<file path="src/verilog/crip_pkg.sv">
// Constants and carriers for the CAN receive-edit, interrupt and power control block.
// Assumes a 32-bit APB master and a bit engine in the same clock domain.
package crip_pkg;
  // ****************************************
  // Register byte offsets
  // ****************************************
  localparam logic [7:0] CRIP_EDIT_OFS  = 8'h00;
  localparam logic [7:0] CRIP_CTRL_OFS  = 8'h04;
  localparam logic [7:0] CRIP_ESTAT_OFS = 8'h08;
  localparam logic [7:0] CRIP_IRQ_OFS   = 8'h0c;
  localparam logic [7:0] CRIP_TX_OFS    = 8'h10;
  localparam logic [7:0] CRIP_FRESH_OFS = 8'h14;
  localparam logic [7:0] CRIP_ALLOW_OFS = 8'h18;
  // ****************************************
  // Field positions
  // ****************************************
  localparam int CRIP_PERMIT_BIT = 7;
  localparam int CRIP_INIT_BIT   = 0;
  localparam int CRIP_LP_BIT     = 1;
  localparam int CRIP_STOPSEL_BIT = 2;
  localparam int CRIP_WAKE_BIT   = 0;
  localparam int CRIP_OVR_BIT    = 1;
  localparam int CRIP_GRANT_BIT  = 2;
  localparam int CRIP_IRQ_ERR    = 0;
  localparam int CRIP_IRQ_RX     = 1;
  localparam int CRIP_IRQ_TX0    = 2;
  localparam int CRIP_IRQ_TX1    = 3;
  localparam int CRIP_TXP_LSB    = 0;
  localparam int CRIP_TXC_LSB    = 4;
  // ****************************************
  // Reset values
  // ****************************************
  localparam logic [7:0]  CRIP_EDIT_RST  = 8'h00;
  localparam logic [2:0]  CRIP_CTRL_RST  = 3'h0;
  localparam logic [15:0] CRIP_ALLOW_RST = 16'h0000;
  // ****************************************
  // Types
  // ****************************************
  typedef enum logic [1:0] {
    CRIP_LP_RUN, CRIP_LP_SLEEP, CRIP_LP_STOP
  } crip_lp_t;
  typedef struct packed {
    logic       frame_valid;
    logic       hit;
    logic       masked;
    logic       store_start;
    logic       store_done;
    logic [3:0] idx;
  } crip_rx_t;
  typedef struct packed {
    logic bus_off;
    logic tx_lvl;
    logic rx_lvl;
  } crip_lvl_t;
endpackage : crip_pkg

</file>
<file path="src/verilog/crip_ctl.sv">
// Receive-buffer edit lock, interrupt flags and low-power control of a CAN controller.
// Assumes a 32-bit APB master and a bit engine on i_clk driving receive, transmit and wake events.
//
// Functional notes
// - Permit set excludes selected buffer from matching
// - Ongoing store into selected buffer completes first
// - Fresh flag set on store start or done
// - Masked-buffer store also writes received identifier
// - Four flags: error, receive, transmit 0, 1
// - Transmit flag on pending bit falling edge
// - Only device clears pending; software requests cancel
// - Receive flag needs valid, hit, stored, allowed
// - Receive flag no later than next frame's bit7
// - Error flag on level change, overrun, wake
// - Wake flag set blocks further error events
// - Clock return puts device into overrun
// - Sleep request reports grant or refusal via wake
// - Sleep left on bus activity, then resynchronise
// - Stop request uses the sleep handshake
// - Stop ignores bus; software clears request
// - Four-bit index selects buffer zero to fifteen
// - Init request clears permit bit
module crip_ctl
  import crip_pkg::*;
#(
  parameter int NBUF = 16
) (
  // Clock and reset
  input  wire logic              i_clk,
  input  wire logic              i_rstn,
  // APB slave
  input  wire logic              i_psel,
  input  wire logic              i_penable,
  input  wire logic              i_pwrite,
  input  wire logic [7:0]        i_paddr,
  input  wire logic [31:0]       i_pwdata,
  output logic      [31:0]       o_prdata,
  output logic                   o_pready,
  output logic                   o_pslverr,
  // Bit engine events
  input  wire crip_rx_t          i_rx,
  input  wire crip_lvl_t         i_lvl,
  input  wire logic              i_ovr,
  input  wire logic [1:0]        i_tx_done,
  input  wire logic [1:0]        i_tx_aborted,
  input  wire logic              i_clk_resume,
  input  wire logic              i_bus_busy,
  input  wire logic              i_bus_wake,
  // Controls to the bit engine
  output logic      [NBUF-1:0]   o_buf_exclude,
  output logic                   o_id_write,
  output logic      [1:0]        o_tx_pending,
  output logic      [1:0]        o_tx_cancel_req,
  output logic                   o_init,
  output logic                   o_resync,
  output crip_lp_t               o_lp_state,
  output logic      [3:0]        o_irq_flags
);
  // ****************************************
  // Parameter check
  // ****************************************
  if (NBUF != 16) begin : g_chk
    $error("crip_ctl serves sixteen receive buffers only");
  end

  function automatic logic [NBUF-1:0] onehot(input logic [3:0] idx);
    onehot = '0;
    onehot[idx] = 1'b1;
  endfunction : onehot

  // ****************************************
  // APB decode
  // ****************************************
  logic           wr;
  logic           rd;
  logic           hit_reg_any;
  logic [31:0]    rdata;
  logic [7:0]     edit_reg;
  logic [2:0]     ctrl_reg;
  logic           wake_reg;
  logic           ovr_reg;
  logic           grant_reg;
  logic [3:0]     irq_reg;
  logic [1:0]     txp_reg;
  logic [1:0]     txc_reg;
  logic [NBUF-1:0] fresh_reg;
  logic [NBUF-1:0] allow_reg;
  crip_lp_t       lp_reg;

  // Access completes on the second access-phase edge
  assign wr = i_psel && i_penable && o_pready && i_pwrite;
  assign rd = i_psel && i_penable && !o_pready && !i_pwrite;

  always_comb begin
    rdata = 32'h0000_0000;
    hit_reg_any = 1'b1;
    if (i_paddr == CRIP_EDIT_OFS) begin
      rdata[7:0] = edit_reg;
    end else if (i_paddr == CRIP_CTRL_OFS) begin
      rdata[2:0] = ctrl_reg;
    end else if (i_paddr == CRIP_ESTAT_OFS) begin
      rdata[CRIP_WAKE_BIT]  = wake_reg;
      rdata[CRIP_OVR_BIT]   = ovr_reg;
      rdata[CRIP_GRANT_BIT] = grant_reg;
      rdata[6:4] = i_lvl;
    end else if (i_paddr == CRIP_IRQ_OFS) begin
      rdata[3:0] = irq_reg;
    end else if (i_paddr == CRIP_TX_OFS) begin
      rdata[CRIP_TXP_LSB+:2] = txp_reg;
      rdata[CRIP_TXC_LSB+:2] = txc_reg;
    end else if (i_paddr == CRIP_FRESH_OFS) begin
      rdata[NBUF-1:0] = fresh_reg;
    end else if (i_paddr == CRIP_ALLOW_OFS) begin
      rdata[NBUF-1:0] = allow_reg;
    end else begin
      hit_reg_any = 1'b0;
    end
  end

  always_ff @(posedge i_clk) begin
    if (!i_rstn) begin
      o_pready  <= 1'b0;
      o_pslverr <= 1'b0;
      o_prdata  <= 32'h0000_0000;
    end else begin
      o_pready  <= i_psel && i_penable && !o_pready;
      o_pslverr <= i_psel && i_penable && !o_pready && !hit_reg_any;
      o_prdata  <= rd ? rdata : 32'h0000_0000;
    end
  end

  function automatic logic wsel(input logic [7:0] ofs);
    wsel = wr && (i_paddr == ofs);
  endfunction : wsel

  // ****************************************
  // Buffer edit lock
  // ****************************************
  logic           storing_reg;
  logic [3:0]     store_idx_reg;
  logic [NBUF-1:0] excl_next;

  always_ff @(posedge i_clk) begin
    if (!i_rstn) begin
      edit_reg <= CRIP_EDIT_RST;
    end else if (ctrl_reg[CRIP_INIT_BIT]) begin
      edit_reg[CRIP_PERMIT_BIT] <= 1'b0;
    end else if (wsel(CRIP_EDIT_OFS)) begin
      // Upper bits other than permit read zero
      edit_reg <= {i_pwdata[CRIP_PERMIT_BIT], 3'h0, i_pwdata[3:0]};
    end
  end

  always_ff @(posedge i_clk) begin
    if (!i_rstn) begin
      storing_reg   <= 1'b0;
      store_idx_reg <= 4'h0;
    end else if (i_rx.store_start) begin
      storing_reg   <= 1'b1;
      store_idx_reg <= i_rx.idx;
    end else if (i_rx.store_done) begin
      storing_reg   <= 1'b0;
    end
  end

  // Lock is withheld while the same buffer is being stored
  always_comb begin
    excl_next = '0;
    if (edit_reg[CRIP_PERMIT_BIT]) begin
      excl_next = onehot(edit_reg[3:0]);
    end
    if (storing_reg && store_idx_reg == edit_reg[3:0]) begin
      excl_next = '0;
    end
  end

  always_ff @(posedge i_clk) begin
    if (!i_rstn) begin
      o_buf_exclude <= '0;
    end else begin
      o_buf_exclude <= excl_next;
    end
  end

  // ****************************************
  // Receive bookkeeping
  // ****************************************
  logic [NBUF-1:0] fresh_set;
  logic            rx_ok;

  assign fresh_set = (i_rx.store_start || i_rx.store_done) ? onehot(i_rx.idx) : '0;

  always_ff @(posedge i_clk) begin
    if (!i_rstn) begin
      fresh_reg <= '0;
    end else begin
      // Set beats a simultaneous clear
      fresh_reg <= (fresh_reg & ~(wsel(CRIP_FRESH_OFS) ? i_pwdata[NBUF-1:0] : '0))
                   | fresh_set;
    end
  end

  always_ff @(posedge i_clk) begin
    if (!i_rstn) begin
      allow_reg <= CRIP_ALLOW_RST;
    end else if (wsel(CRIP_ALLOW_OFS)) begin
      allow_reg <= i_pwdata[NBUF-1:0];
    end
  end

  always_ff @(posedge i_clk) begin
    if (!i_rstn) begin
      o_id_write <= 1'b0;
    end else begin
      o_id_write <= i_rx.store_done && i_rx.masked;
    end
  end

  // Raised one edge after the store completes, well inside the next frame
  assign rx_ok = i_rx.frame_valid && i_rx.hit && i_rx.store_done
                 && allow_reg[i_rx.idx];

  // ****************************************
  // Transmit pending and cancel
  // ****************************************
  logic [1:0] txp_clr;

  assign txp_clr = txp_reg & (i_tx_done | (i_tx_aborted & txc_reg));

  always_ff @(posedge i_clk) begin
    if (!i_rstn) begin
      txp_reg <= 2'b00;
      txc_reg <= 2'b00;
    end else begin
      // Software can set pending and cancel, never clear them
      txp_reg <= (txp_reg & ~txp_clr)
                 | (wsel(CRIP_TX_OFS) ? i_pwdata[CRIP_TXP_LSB+:2] : 2'b00);
      txc_reg <= (txc_reg & ~txp_clr & txp_reg)
                 | (wsel(CRIP_TX_OFS) ? i_pwdata[CRIP_TXC_LSB+:2] & txp_reg : 2'b00);
    end
  end

  always_ff @(posedge i_clk) begin
    if (!i_rstn) begin
      o_tx_pending    <= 2'b00;
      o_tx_cancel_req <= 2'b00;
    end else begin
      o_tx_pending    <= txp_reg;
      o_tx_cancel_req <= txc_reg;
    end
  end

  // ****************************************
  // Control and low-power modes
  // ****************************************
  logic wake_set;
  logic lp_leave;

  always_ff @(posedge i_clk) begin
    if (!i_rstn) begin
      ctrl_reg <= CRIP_CTRL_RST;
    end else if (wsel(CRIP_CTRL_OFS)) begin
      ctrl_reg <= i_pwdata[2:0];
    end else if (lp_leave || (lp_reg == CRIP_LP_RUN && ctrl_reg[CRIP_LP_BIT] && i_bus_busy)) begin
      // Granted request keeps the bit, else sleep would end at once
      ctrl_reg[CRIP_LP_BIT] <= 1'b0;
    end
  end

  always_ff @(posedge i_clk) begin
    if (!i_rstn) begin
      lp_reg    <= CRIP_LP_RUN;
      grant_reg <= 1'b0;
    end else begin
      case (lp_reg)
        CRIP_LP_RUN: begin
          if (ctrl_reg[CRIP_LP_BIT]) begin
            grant_reg <= !i_bus_busy;
            if (!i_bus_busy) begin
              lp_reg <= ctrl_reg[CRIP_STOPSEL_BIT] ? CRIP_LP_STOP : CRIP_LP_SLEEP;
            end
          end
        end
        CRIP_LP_SLEEP: begin
          if (i_bus_wake || !ctrl_reg[CRIP_LP_BIT]) begin
            lp_reg    <= CRIP_LP_RUN;
            grant_reg <= 1'b0;
          end
        end
        CRIP_LP_STOP: begin
          if (!ctrl_reg[CRIP_LP_BIT]) begin
            lp_reg    <= CRIP_LP_RUN;
            grant_reg <= 1'b0;
          end
        end
        default: lp_reg <= CRIP_LP_RUN;
      endcase
    end
  end

  // Stop ignores bus wake; only sleep is left on bus activity
  assign lp_leave = lp_reg == CRIP_LP_SLEEP && i_bus_wake;
  assign wake_set = (lp_reg == CRIP_LP_RUN && ctrl_reg[CRIP_LP_BIT]) || lp_leave;

  always_ff @(posedge i_clk) begin
    if (!i_rstn) begin
      o_resync   <= 1'b0;
      o_init     <= 1'b0;
      o_lp_state <= CRIP_LP_RUN;
    end else begin
      o_resync   <= lp_leave;
      o_init     <= ctrl_reg[CRIP_INIT_BIT];
      o_lp_state <= lp_reg;
    end
  end

  // ****************************************
  // Error status
  // ****************************************
  crip_lvl_t lvl_prev_reg;
  logic      ovr_prev_reg;
  logic      ovr_rise;
  logic      wake_rise;
  logic      err_ev;

  // Follows the pins through reset, so a level held across release is no event
  always_ff @(posedge i_clk) begin
    lvl_prev_reg <= i_lvl;
    ovr_prev_reg <= i_ovr;
  end

  // A resumed clock marks overrun as well
  assign ovr_rise = (i_ovr && !ovr_prev_reg) || i_clk_resume;

  always_ff @(posedge i_clk) begin
    if (!i_rstn) begin
      wake_reg <= 1'b0;
      ovr_reg  <= 1'b0;
    end else begin
      wake_reg <= (wake_reg && !(wsel(CRIP_ESTAT_OFS) && i_pwdata[CRIP_WAKE_BIT]))
                  || wake_set;
      ovr_reg  <= (ovr_reg && !(wsel(CRIP_ESTAT_OFS) && i_pwdata[CRIP_OVR_BIT]))
                  || ovr_rise;
    end
  end

  assign wake_rise = wake_set && !wake_reg;
  // Wake still set hides every other error cause
  assign err_ev = wake_rise
                  || (!wake_reg && ((i_lvl != lvl_prev_reg) || ovr_rise));

  // ****************************************
  // Interrupt flags
  // ****************************************
  logic [3:0] irq_set;

  always_comb begin
    irq_set = 4'h0;
    irq_set[CRIP_IRQ_ERR] = err_ev;
    irq_set[CRIP_IRQ_RX]  = rx_ok;
    irq_set[CRIP_IRQ_TX0] = txp_clr[0];
    irq_set[CRIP_IRQ_TX1] = txp_clr[1];
  end

  always_ff @(posedge i_clk) begin
    if (!i_rstn) begin
      irq_reg <= 4'h0;
    end else begin
      irq_reg <= (irq_reg & ~(wsel(CRIP_IRQ_OFS) ? i_pwdata[3:0] : 4'h0))
                 | irq_set;
    end
  end

  always_ff @(posedge i_clk) begin
    if (!i_rstn) begin
      o_irq_flags <= 4'h0;
    end else begin
      o_irq_flags <= irq_reg;
    end
  end

  // ****************************************
  // Checks
  // ****************************************
  AST_EXCL: assert property (@(posedge i_clk) disable iff (!i_rstn)
    edit_reg[CRIP_PERMIT_BIT] && !storing_reg |=> o_buf_exclude == onehot($past(edit_reg[3:0])))
    else $error("selected buffer not excluded");
  AST_STORE_FIRST: assert property (@(posedge i_clk) disable iff (!i_rstn)
    storing_reg && store_idx_reg == edit_reg[3:0] |=> o_buf_exclude == '0)
    else $error("exclusion applied during store");
  AST_FRESH: assert property (@(posedge i_clk) disable iff (!i_rstn)
    i_rx.store_start |=> fresh_reg[$past(i_rx.idx)])
    else $error("fresh flag not set");
  AST_IDW: assert property (@(posedge i_clk) disable iff (!i_rstn)
    i_rx.store_done && i_rx.masked |=> o_id_write)
    else $error("identifier write missing");
  AST_TX0: assert property (@(posedge i_clk) disable iff (!i_rstn)
    $fell(txp_reg[0]) |-> irq_reg[CRIP_IRQ_TX0] ##1 o_irq_flags[CRIP_IRQ_TX0])
    else $error("tx0 flag missing");
  AST_TXP_HOLD: assert property (@(posedge i_clk) disable iff (!i_rstn)
    txp_reg[1] && !i_tx_done[1] && !i_tx_aborted[1] |=> txp_reg[1])
    else $error("pending cleared without cause");
  AST_RX: assert property (@(posedge i_clk) disable iff (!i_rstn)
    $rose(irq_reg[CRIP_IRQ_RX]) |-> $past(i_rx.store_done && allow_reg[i_rx.idx]))
    else $error("rx flag without cause");
  AST_WAKE_MUTE: assert property (@(posedge i_clk) disable iff (!i_rstn)
    wake_reg && !wake_set && !irq_reg[CRIP_IRQ_ERR] && !wsel(CRIP_ESTAT_OFS)
    |=> !irq_reg[CRIP_IRQ_ERR])
    else $error("error flag while wake set");
  AST_STOP: assert property (@(posedge i_clk) disable iff (!i_rstn)
    lp_reg == CRIP_LP_STOP && ctrl_reg[CRIP_LP_BIT] |=> lp_reg == CRIP_LP_STOP)
    else $error("stop left without software");
  AST_INIT: assert property (@(posedge i_clk) disable iff (!i_rstn)
    ctrl_reg[CRIP_INIT_BIT] |=> !edit_reg[CRIP_PERMIT_BIT])
    else $error("permit survived init");
endmodule : crip_ctl

</file>
<file path="config.mk">
export PLATFORM = sky130hd
export DESIGN_NAME = crip_ctl
export DESIGN_NICKNAME = d
export VERILOG_FILES = /design/src/verilog/crip_pkg.sv /design/src/verilog/crip_ctl.sv
export SDC_FILE = /design/constraint.sdc
export NUM_CORES = 1
export LEC_CHECK = 0
export BUFFER_PORTS_ARGS = -buffer_cell sky130_fd_sc_hd__buf_2
export CELL_PAD_IN_SITES_DETAIL_PLACEMENT = 1
export CELL_PAD_IN_SITES_GLOBAL_PLACEMENT = 2
export CORE_MARGIN = 2
export CORE_UTILIZATION = 33
export CTS_CLUSTER_DIAMETER = 120
export DETAILED_ROUTE_END_ITERATION = 8
export PLACE_DENSITY_LB_ADDON = 0.1
export SYNTH_ARGS = -nofsm -noshare
export SYNTH_HDL_FRONTEND = slang
export SYNTH_SLANG_ARGS = --single-unit
</file>
<file path="constraint.sdc">
create_clock -name i_clk -period 4.4 [get_ports i_clk]
set_input_delay 1.32 -clock i_clk [delete_from_list [all_inputs] [get_ports i_clk]]
set_output_delay 1.32 -clock i_clk [all_outputs]
set_load 0.01 [all_outputs]
</file>
==> results_dict.tcl <==
set metrics [dict create \
    status "finished, final reports clean" \
    antenna_cells 0 \
    yosys_warnings 0 \
    drt-vias-per-instance 5.130 \
    cts_root_buf "clkbuf_16" \
    cts-resized-gates 0 \
    synth_common_cells "109 x dfxtp_1, 74 x nor2_1, 38 x nand2_1, 28 x mux2i_1, 19 x a22oi_1" \
    tns_ns 0 \
    num_vias 3837 \
    cts_max_level 3 \
    critical_path.max_stage_delay_ns 0.75 \
    ff2ff_setup_slack_ns 2.16 \
    finalClockSkew_ns 0.006299 \
    synthSimpleGateAreaFrac_pct 19.46 \
    rsz0062_at_grt "false" \
    setup_violations 0 \
    drive_above_1_share_pct 21.50 \
    max_freq_mhz 320.5 \
    async_flop_share_pct 0 \
    grt_pass1_wl_um 21600 \
    final_max_slew_viol_count 0 \
    fill_cells 1592 \
    synth_edf_count 0 \
    cp-end-kind "flop" \
    hold_path_class "reg -> reg" \
    first_pass_iters 4 \
    p_int_mw 1.474 \
    grt_max_degree 40 \
    grt-ovfl-total 0 \
    ys_seq_area_share_pct 48.14 \
    synthMuxAreaShare_pct 7.922 \
    cp.arrival_ns 3.34 \
    die_h_um 121.2 \
    synthFlopType "dfxtp_1" \
    wirelength_um 13850 \
    synth_compound_area_share_pct 15.71 \
    worstSetupPathType "in -> reg" \
    tightest_slew_ns 0.8777 \
    yosys_register_bits 109 \
    seq_area_um2 2182 \
    leakagePower_nw 2.121 \
    grt_util_all_layers_pct 19.38 \
    core_um2 13350 \
    syn_area_um2 4533 \
    yosysMostFrequentCell "dfxtp_1" \
    nets 639 \
    crit_chain "buf_2 > or4b_1 > nor4_4 > buf_4 > mux2i_1 > nor2_1" \
    maxSlewHeadroom_pct 41.23 \
    cts_setup_buffers 0 \
    path_clk_slew_ns 0.07 \
    r2r_start "o_pready" \
    synthXorXnorAreaFrac_pct 1.352 \
    utilization_pct 40.20 \
    numClockSinks 109 \
    p_sw_mw 0.4444 \
    areaGrowthSynthToFinish_pct 18.36 \
    dp_hpwl_um 10240 \
    rows 42 \
    multi_input_area_um2 2125 \
    swShare_pct 23.17 \
    cts_tree "yes" \
    seqPwrFrac_pct 52.4 \
    synth_top_family_by_area "simple AND/OR/NAND/NOR gates" \
    cts-hold-fix-buffers 0 \
    synth.top_cell.area_share_pct 48.14 \
    ioPinCount 128 \
    clkPwrFrac_pct 40.7 \
    hold_violations 0 \
    wire_per_inst_um 18.52 \
    netlist_top_cells_area "dfxtp_1 48%, mux2i_1 6.2%, nor2_1 6.1%" \
    numCtsBuffers 9 \
    yosys.area.top_type "dfxtp_1" \
    route.detailed.drc 0 \
    startpoint_type "input pin" \
    antenna_found_initial 0 \
    syn_area_per_cell_um2 9.385 \
    dieArea_um2 14690 \
    peakVddDrop_v 0.0001606 \
    drt_iter0_drc 214 \
    reg2reg_to "allow_reg[11]" \
    period_share_pct 70.92 \
    synth_cell_type_count 51 \
    grt_pass1_vias 3906 \
    required_ns 4.62 \
    clk_latency_ns 0.35 \
    crit_path_start "i_paddr[5]" \
    p_per_area_nw_per_um2 357.5 \
    detail-route-antenna-nets 0 \
    slowest_stage "or4b_1" \
    critPathMaxFanout 12 \
    synth_adder_area_share_pct 1.104 \
    die_x_um 121.2 \
    syn_inst 483 \
    cap_violations 0 \
    critPathCapture "allow_reg[11]" \
    reg2reg_depth 5 \
    layout_min_cycle_time_ns 3.120 \
    place_congestion 0.8949 \
    p_comb_share_pct 6.9 \
    clk_path_buf_depth 2 \
    start_util_pct 33.96 \
    portBuffers 95 \
]
==> power by group through the flow <==
stage,Sequential (mW),Clock (mW),Combinational (mW)
4_1_cts,1.01,0.805,0.132
3_3_place_gp,1.03,0,0.130
2_1_floorplan,1.03,0,0.0810
6_report,1.01,0.781,0.131
3_5_place_dp,1.03,0,0.132
5_1_grt,1.01,0.846,0.144
==> cells by family (layout without fill, tap and decap cells) <==
kind of cell	count (synthesis)	after routing
AO/OA/AOI/OAI	95	95
XOR/XNOR	7	7
adder cells (fa/ha/maj)	4	4
buffers and inverters	55	129
flip-flops	109	109
multiplexers	32	32
other	1	16
AND/OR/NAND/NOR	180	180
==> metrics by stage <==
step / hold slack, ns / power, mW / std cells / area [µm²] / setup slack (ns)
after floorplan: 0.4440 / 1.108 / 498 / 4589 / 1.348
after global routing: 0.5215 / 1.997 / 748 / 5365 / 1.164
after global placement: 0.4715 / 1.158 / 735 / 5096 / 0.9397
after CTS: 0.4934 / 1.943 / 748 / 5365 / 1.285
after detailed placement: 0.4850 / 1.160 / 735 / 5096 / 0.9146
final: 0.4902 / 1.918 / 748 / 5365 / 1.280
==> layer usage <==
layer / wire length [µm] / share of wire [%] / vias to the layer above / track usage, %
met4: 250 / 1.8 / 0 / 6.250
met1: 6413 / 46 / 1853 / 25.60
met2: 6592 / 48 / 110 / 31.85
met5: 0 / 0 / - / 0
li1: - / - / 1859 / -
met3: 596 / 4.3 / 15 / 3.759
==> area by class of cell <==
class | count | area share, %
clock buffers | 10 | 4.268
multi-input cells | 334 | 39.60
repair buffers | 99 | 9.422
clock inverters | 3 | 0.7463
inverters | 17 | 1.189
flip-flops and latches | 109 | 40.67
well taps | 176 | 4.104
==> cell usage in the layout, fill, tap and decap left out, types with 3 or more instances in the layout <==
cell type	instances
or4_1	5
ha_1	4
a21oi_1	15
nor3_1	8
and2_1	6
and3_1	4
mux2i_1	28
nor2_1	74
o2bb2ai_1	3
o21ai_0	9
a32o_1	18
nand2_1	38
a22o_1	3
nor2b_1	11
conb_1	16
dfxtp_1	109
xnor2_1	5
nor4_1	3
nand3_1	7
or2_2	3
o31ai_1	7
mux4_2	3
o211ai_1	9
nand2b_1	5
inv_1	17
clkbuf_16	9
nand3b_1	3
a22oi_1	19
buf_4	4
buf_2	95
nand4_1	3
==> critical path, delay by kind of cell <==
family | cells | cell delay [ns]
simple gates | 3 | 1.31
buf+inv | 2 | 0.48
mux | 1 | 0.23
==> worst min-delay path by stage <==
stage | startpoint | to | cells past startpoint | slack, ns
2_1_floorplan | grant_reg | grant_reg | 2 | 0.44
3_3_place_gp | storing_reg | storing_reg | 2 | 0.47
3_5_place_dp | fresh_reg[4] | fresh_reg[4] | 1 | 0.49
4_1_cts | fresh_reg[4] | fresh_reg[4] | 1 | 0.49
5_1_grt | fresh_reg[6] | fresh_reg[6] | 1 | 0.52
6_report | fresh_reg[4] | fresh_reg[4] | 1 | 0.49
(Power assumes the default switching activity.)
